`src/rtl/btpc_regs.vh`:
```
// Purpose: Constants for the branch target and program counter unit.
// Assumes: 16-bit instruction address space.
// Notes:   Included by btpc_unit.v only.
`ifndef BTPC_REGS_VH
`define BTPC_REGS_VH
`define BTPC_PC_RESET      16'h0000
`define BTPC_TABLE_BASE    16'h0040
`define BTPC_TABLE_LAST    16'h007f
`define BTPC_SEL_LSB       1
`define BTPC_SEL_MSB       5
`define BTPC_SIGN_BIT      7
`define BTPC_MODE_SEQ      3'h0
`define BTPC_MODE_REL      3'h1
`define BTPC_MODE_ABS      3'h2
`define BTPC_MODE_TABLE    3'h3
`define BTPC_MODE_REG      3'h4
`define BTPC_ST_IDLE       2'h0
`define BTPC_ST_LOW        2'h1
`define BTPC_ST_HIGH       2'h2
`define BTPC_ST_STEP       2'h3
`endif

```
`src/rtl/btpc_unit.v`:
```
// Purpose: Program counter and branch target formation for an 8-bit core.
// Assumes: Decoder presents one request per cycle on a single-cycle strobe;
//          table bytes return one cycle after the read address is shown.
// Notes:   All outputs are registered.
//          Requests offered while BUSY_OUT is high are dropped silently.
//          A table walk takes four edges from request to new PC_OUT,
//          because each table byte costs one address cycle and one data cycle.
`timescale 1ns/1ps
`include "btpc_regs.vh"
module btpc_unit (
    // Clock and reset
    input  wire        CLK_SYS_IN,
    input  wire        RST_IN,
    // Decoder request
    input  wire        REQ_VALID_IN,
    input  wire [2:0]  MODE_IN,
    input  wire [1:0]  INSTR_LENGTH_IN,
    input  wire [7:0]  INSTR_CODE_IN,
    input  wire [7:0]  RELATIVE_DISPLACEMENT_IN,
    input  wire [15:0] ABSOLUTE_TARGET_FIELD_IN,
    input  wire [15:0] ACCUMULATOR_PAIR_IN,
    // Table memory read port
    input  wire [7:0]  TABLE_DATA_IN,
    output reg         TABLE_READ_OUT,
    output reg  [15:0] TABLE_ADDR_OUT,
    // Next fetch address
    output reg  [15:0] PC_OUT,
    output reg         BUSY_OUT
);
    // Walk state and staged low table byte.
    reg  [1:0]  state;
    reg  [7:0]  low_byte;

    // Next values of every register.
    reg  [1:0]  next_state;
    reg  [7:0]  next_low_byte;
    reg  [15:0] next_pc;
    reg  [15:0] next_table_addr;
    reg         next_table_read;
    reg         next_busy;

    // Target formation.
    wire        take_req;
    wire [7:0]  sign_fill;
    wire [15:0] next_seq;
    wire [15:0] disp_ext;
    wire [15:0] rel_target;
    wire [4:0]  table_entry_selector;
    wire [15:0] table_entry_addr;
    wire [15:0] table_target;
    genvar      bit_idx;

    // Requests are taken only while idle; a table walk owns the read
    // port for three cycles, so anything offered then is dropped.
    assign take_req = REQ_VALID_IN && (state == `BTPC_ST_IDLE);

    assign next_seq =
        PC_OUT + {14'h0000, INSTR_LENGTH_IN};

    // Every upper bit of the displacement copies its sign bit.
    generate
        for (bit_idx = 0; bit_idx < 8; bit_idx = bit_idx + 1) begin : g_sign
            assign sign_fill[bit_idx] =
                RELATIVE_DISPLACEMENT_IN[`BTPC_SIGN_BIT];
        end
    endgenerate

    assign disp_ext = {sign_fill, RELATIVE_DISPLACEMENT_IN};
    assign rel_target =
        next_seq + disp_ext;

    assign table_entry_selector =
        INSTR_CODE_IN[`BTPC_SEL_MSB:`BTPC_SEL_LSB];
    assign table_entry_addr = `BTPC_TABLE_BASE |
        {10'h000, table_entry_selector, 1'b0};
    assign table_target =
        {TABLE_DATA_IN, low_byte};

    // Next-value logic. Every register holds unless a case item moves it,
    // so no path leaves a next value unassigned.
    always @* begin
        next_state      = state;
        next_low_byte   = low_byte;
        next_pc         = PC_OUT;
        next_table_addr = TABLE_ADDR_OUT;
        next_table_read = TABLE_READ_OUT;
        next_busy       = BUSY_OUT;

        case (state)
            `BTPC_ST_IDLE: begin
                next_table_read = 1'b0;
                next_busy       = 1'b0;
                if (take_req) begin
                    case (MODE_IN)
                        `BTPC_MODE_SEQ: begin
                            next_pc = next_seq;
                        end

                        `BTPC_MODE_REL: begin
                            next_pc = rel_target;
                        end

                        `BTPC_MODE_ABS: begin
                            next_pc = ABSOLUTE_TARGET_FIELD_IN;
                        end

                        `BTPC_MODE_REG: begin
                            next_pc = ACCUMULATOR_PAIR_IN;
                        end

                        `BTPC_MODE_TABLE: begin
                            next_table_addr = table_entry_addr;
                            next_table_read = 1'b1;
                            next_busy       = 1'b1;
                            next_state      = `BTPC_ST_STEP;
                        end

                        default: begin
                            next_pc = PC_OUT;
                        end
                    endcase
                end
            end

            `BTPC_ST_STEP: begin
                next_table_addr = TABLE_ADDR_OUT + 16'h0001;
                next_state      = `BTPC_ST_LOW;
            end

            `BTPC_ST_LOW: begin
                next_low_byte   = TABLE_DATA_IN;
                next_table_read = 1'b0;
                next_state      = `BTPC_ST_HIGH;
            end

            `BTPC_ST_HIGH: begin
                next_pc    = table_target;
                next_busy  = 1'b0;
                next_state = `BTPC_ST_IDLE;
            end

            default: begin
                next_table_read = 1'b0;
                next_busy       = 1'b0;
                next_state      = `BTPC_ST_IDLE;
            end
        endcase
    end

    // Registers. Each reset branch loads constants only.
    // Walk state.
    always @(posedge CLK_SYS_IN or posedge RST_IN) begin
        if (RST_IN) begin
            state <= `BTPC_ST_IDLE;
        end else begin
            state <= next_state;
        end
    end

    // Low table byte, kept until the high byte arrives.
    always @(posedge CLK_SYS_IN or posedge RST_IN) begin
        if (RST_IN) begin
            low_byte <= 8'h00;
        end else begin
            low_byte <= next_low_byte;
        end
    end

    // Program counter; it stands until a taken sequential, relative, absolute
    // or register request, or the end of a table walk.
    always @(posedge CLK_SYS_IN or posedge RST_IN) begin
        if (RST_IN) begin
            PC_OUT <= `BTPC_PC_RESET;
        end else begin
            PC_OUT <= next_pc;
        end
    end

    // Table byte address.
    always @(posedge CLK_SYS_IN or posedge RST_IN) begin
        if (RST_IN) begin
            TABLE_ADDR_OUT <= 16'h0000;
        end else begin
            TABLE_ADDR_OUT <= next_table_addr;
        end
    end

    // Table read strobe.
    always @(posedge CLK_SYS_IN or posedge RST_IN) begin
        if (RST_IN) begin
            TABLE_READ_OUT <= 1'b0;
        end else begin
            TABLE_READ_OUT <= next_table_read;
        end
    end

    // Busy flag; any request offered while this is high is dropped.
    always @(posedge CLK_SYS_IN or posedge RST_IN) begin
        if (RST_IN) begin
            BUSY_OUT <= 1'b0;
        end else begin
            BUSY_OUT <= next_busy;
        end
    end

endmodule // btpc_unit

```
`config.mk`:
```
export PLATFORM = sky130hd
export DESIGN_NAME = btpc_unit
export DESIGN_NICKNAME = d
export VERILOG_FILES = /design/src/rtl/btpc_unit.v
export VERILOG_INCLUDE_DIRS = /design/src /design/src/rtl
export SDC_FILE = /design/constraint.sdc
export NUM_CORES = 1
export LEC_CHECK = 0
export BUFFER_PORTS_ARGS = -buffer_cell sky130_fd_sc_hd__buf_4
export CAP_MARGIN = 25
export CORE_ASPECT_RATIO = 1.75
export CORE_UTILIZATION = 58
export CTS_CLUSTER_DIAMETER = 120
export DETAILED_ROUTE_END_ITERATION = 8
export PLACE_DENSITY = 0.86
export SYNTH_ARGS = -nofsm -noshare
export SYNTH_HDL_FRONTEND = slang
export SYNTH_SLANG_ARGS = --single-unit
```
`constraint.sdc`:
```
create_clock -name CLK_SYS_IN -period 9.6 [get_ports CLK_SYS_IN]
set_input_delay 0.96 -clock CLK_SYS_IN [delete_from_list [all_inputs] [get_ports CLK_SYS_IN]]
set_output_delay 0.96 -clock CLK_SYS_IN [all_outputs]
set_load 0.005 [all_outputs]
```
==> key figures <==
Status
  • Status: finished, final reports clean

Power
  • Peak VDD IR: 0.000180 V
  • Pwr dens: 296 nW/µm²
  • P_leak: 0.00207 µW

Timing
  • Final worst-path cycle share: 43.4%
  • Final hold vios: 0
  • Slew headroom: 35.2%
  • Slew Viols, Final: 0
  • Maximum clock frequency: 0.240 GHz
  • Setup TNS: 0 ns
  • Tmin final: 4.17 ns
  • Worst-margin pin slew: 0.969 ns
  • Final setup violation count: 0
  • Skew final: 0.00553 ns
  • RSZ-0062 raised after global routing: false

Flow run
  • Max-cap violation count: 0

Floorplanning
  • Io pins: 98
  • Rows: 38
  • Die area: 6880 µm²
  • Core Region: 6280 µm²
  • Initial Util: 60.4%
  • Die Ht: 109 µm
  • Die width: 63.1 µm

Synth
  • EDFF count, synth: 0
  • Syn Nets: 564
  • Synth Instances: 473
  • #FFs+latches synth: 44
  • Register area share after synthesis: 29.0%
  • Synth warn: 0
  • Post-synthesis cell type count: 60
  • Post-synth ARST share: 100%
  • Mapped cell area: 3790 µm²
  • Top_reg_cell synth: dfrtp_1
  • Syn_area_per_cell: 8.02 µm²

Critical path
  • Critical path required time: 9.82 ns
  • Startpoint Class: input pin
  • Crit path DAT: 4.39 ns
  • Crit path largest cell delay: 0.49 ns
  • Type of the worst setup path: input pin to flop
  • Slowest stage cell, crit path: or4_1
  • CP Max Fanout: 7
  • Crit-path cells: buf_4, ha_1, fa_1, and4_1, nand2_1, xnor2_1, ha_1, a2111oi_0, o21ai_1, nand3_1, a21oi_1, or4_1, and3_1
  • Worst setup EP type: flop
  • Most common cell on crit path: ha_1
  • Crit path buffers/inverters: 1
  • Top Family by Delay on Critical Path: simple AND/OR/NAND/NOR gates

GRT
  • GRT Total Usage: 36.8%
  • Number of global-route vias before repair: 4019
  • Largest net degree at the start of global routing: 45
  • Initial antenna violation count: 0
  • First-pass GRT wire length: 19.3 mm
  • GRT overflow: 0

CTS
  • Post-CTS Setup Bufs: 0
  • Clock transition at path regs: 0.10 ns
  • CTS tree: yes
  • CTS Hold Buffers Added: 0
  • # clock sinks: 44
  • CTS Buffer Depth: 2
  • H-tree depth: 2
  • Root buffer cell: clkbuf_8
  • CTS buffer count: 5
  • Clock Latency Late Sink: 0.32 ns
  • Post_cts resized: 0

Route
  • Antenna viol nets, final: 0
  • WL per Instance: 19.4 µm
  • # DRC: 0
  • Routed via count: 4070
  • Total iterations of the first detailed-routing run: 5
  • DR iter-0 viols: 234
  • Avg Vias per Cell: 6.42
  • WL final: 12.3 mm

Final layout
  • Share of cells above drive strength 1: 20.8%
  • N_diodes: 0
  • Filler cells: 538
  • Commonest cells after routing, fill and taps aside: buf_4, nor2_1, dfrtp_1
  • Area grow syn2layout: 21.5%
  • Commonest non-fill, non-tap cell in the layout: buf_4
  • Final instance area: 4610 µm²
  • Nets: 644

Hold path
  • Worst hold path type: flop to flop

Placed design
  • GPL Wtd Cong: 0.908
  • Detail Placement HPWL: 9.46 mm
  • I/O Buffers: 94
  • DP Area: 4520 µm²
[worst register-to-register path, stage by stage, from the launching register on]
cell and delay, ns:
dfrtp_1 0.41, ha_1 0.22, fa_1 0.44, and4_1 0.26, nand2_1 0.11, xnor2_1 0.17
ha_1 0.38, a2111oi_0 0.48, o21ai_1 0.25, nand3_1 0.21, a21oi_1 0.12, or4_1 0.49
and3_1 0.18
[synthesized netlist by cell type (7+ instances only)]
library cell	n	area share [%]
mux2_2	8	2.4
dfrtp_1	44	29
ha_1	25	8.2
nand3_1	16	2.1
a211oi_1	7	1.4
or3_1	11	1.8
o31ai_1	7	1.4
a21oi_1	37	4.9
o22ai_1	9	1.5
inv_1	20	2.0
o21ai_0	24	3.2
nand2b_1	10	1.6
nand4_1	13	2.1
clkbuf_1	18	1.8
nor2_1	49	4.8
o21ai_1	16	2.1
a21o_1	8	1.6
o21a_1	8	1.6
nand2_1	36	3.6
xnor2_1	13	3.0
xor2_1	13	3.0
[per-stage QoR]
stage | utilization, % | setup WS, ns | power, µW | hold WS (ns) | std cells
final | 73.4 | 5.43 | 1360 | 0.514 | 634
after global routing | 73.4 | 5.35 | 1460 | 0.529 | 634
after CTS | 73.4 | 5.50 | 1350 | 0.513 | 634
after detailed placement | 72.0 | 5.17 | 1220 | 0.491 | 626
after global placement | 72.0 | 5.23 | 1180 | 0.485 | 626
after floorplan | - | 5.78 | 934 | 0.474 | 473
[power breakdown]
group / switching, µW / internal [µW] / total [µW] / leakage [µW]
logic: 504 / 381 / 885 / 0.00149
registers: 87.5 / 260 / 347 / 0.000536
clock network: 79.6 / 51.9 / 132 / 0.0000445
[final cells by class]
cell class                 instances  area, µm²  share of cell area, %
tap                               80        100                   2.17
inverter                          21       78.8                   1.71
clock inverter                     3       21.3                  0.462
sequential                        44       1100                   23.9
clock buffer                       5       68.8                   1.49
timing repair buffer              96        721                   15.6
multi-input combinational        385       2520                   54.6
[state kept, by name (all words and copies together), names as in the netlist]
name / count
BUSY_OUT: 1
PC_OUT: 16
TABLE_ADDR_OUT: 16
TABLE_READ_OUT: 1
low_byte: 8
state: 2
[path summary, 6_finish.rpt]
kind	depth (start not counted)	slack, ns	end	from
worst max-delay path	13	5.43	PC_OUT[15]$_DFFE_PP0P_	INSTR_LENGTH_IN[0]
worst min-delay path	1	0.51	low_byte[5]$_DFFE_PP0P_	low_byte[5]$_DFFE_PP0P_
worst max register to register	12	5.78	PC_OUT[15]$_DFFE_PP0P_	PC_OUT[0]$_DFFE_PP0P_
worst min register to register	1	0.51	low_byte[5]$_DFFE_PP0P_	low_byte[5]$_DFFE_PP0P_
max in group asynchronous	3	8.39	PC_OUT[13]$_DFFE_PP0P_	RST_IN
min in group asynchronous	3	0.79	PC_OUT[0]$_DFFE_PP0P_	RST_IN
[logic make-up after synthesis]
kind of cell / synth area share (%)
flops: 29.0
buf+inv: 4.62
simple gates: 21.5
fa+ha+maj: 9.30
xor+xnor: 6.00
compound gates: 26.4
mux: 3.20
[routing by layer]
metal | vias to the layer above | share of wire (%) | track usage, %
met5 | - | 0 | 0
met2 | 208 | 52 | 66.4
met1 | 1921 | 36 | 38.9
met3 | 50 | 6.1 | 5.13
li1 | 1891 | - | -
met4 | 0 | 6.0 | 25.2
(Power assumes the default switching activity.)
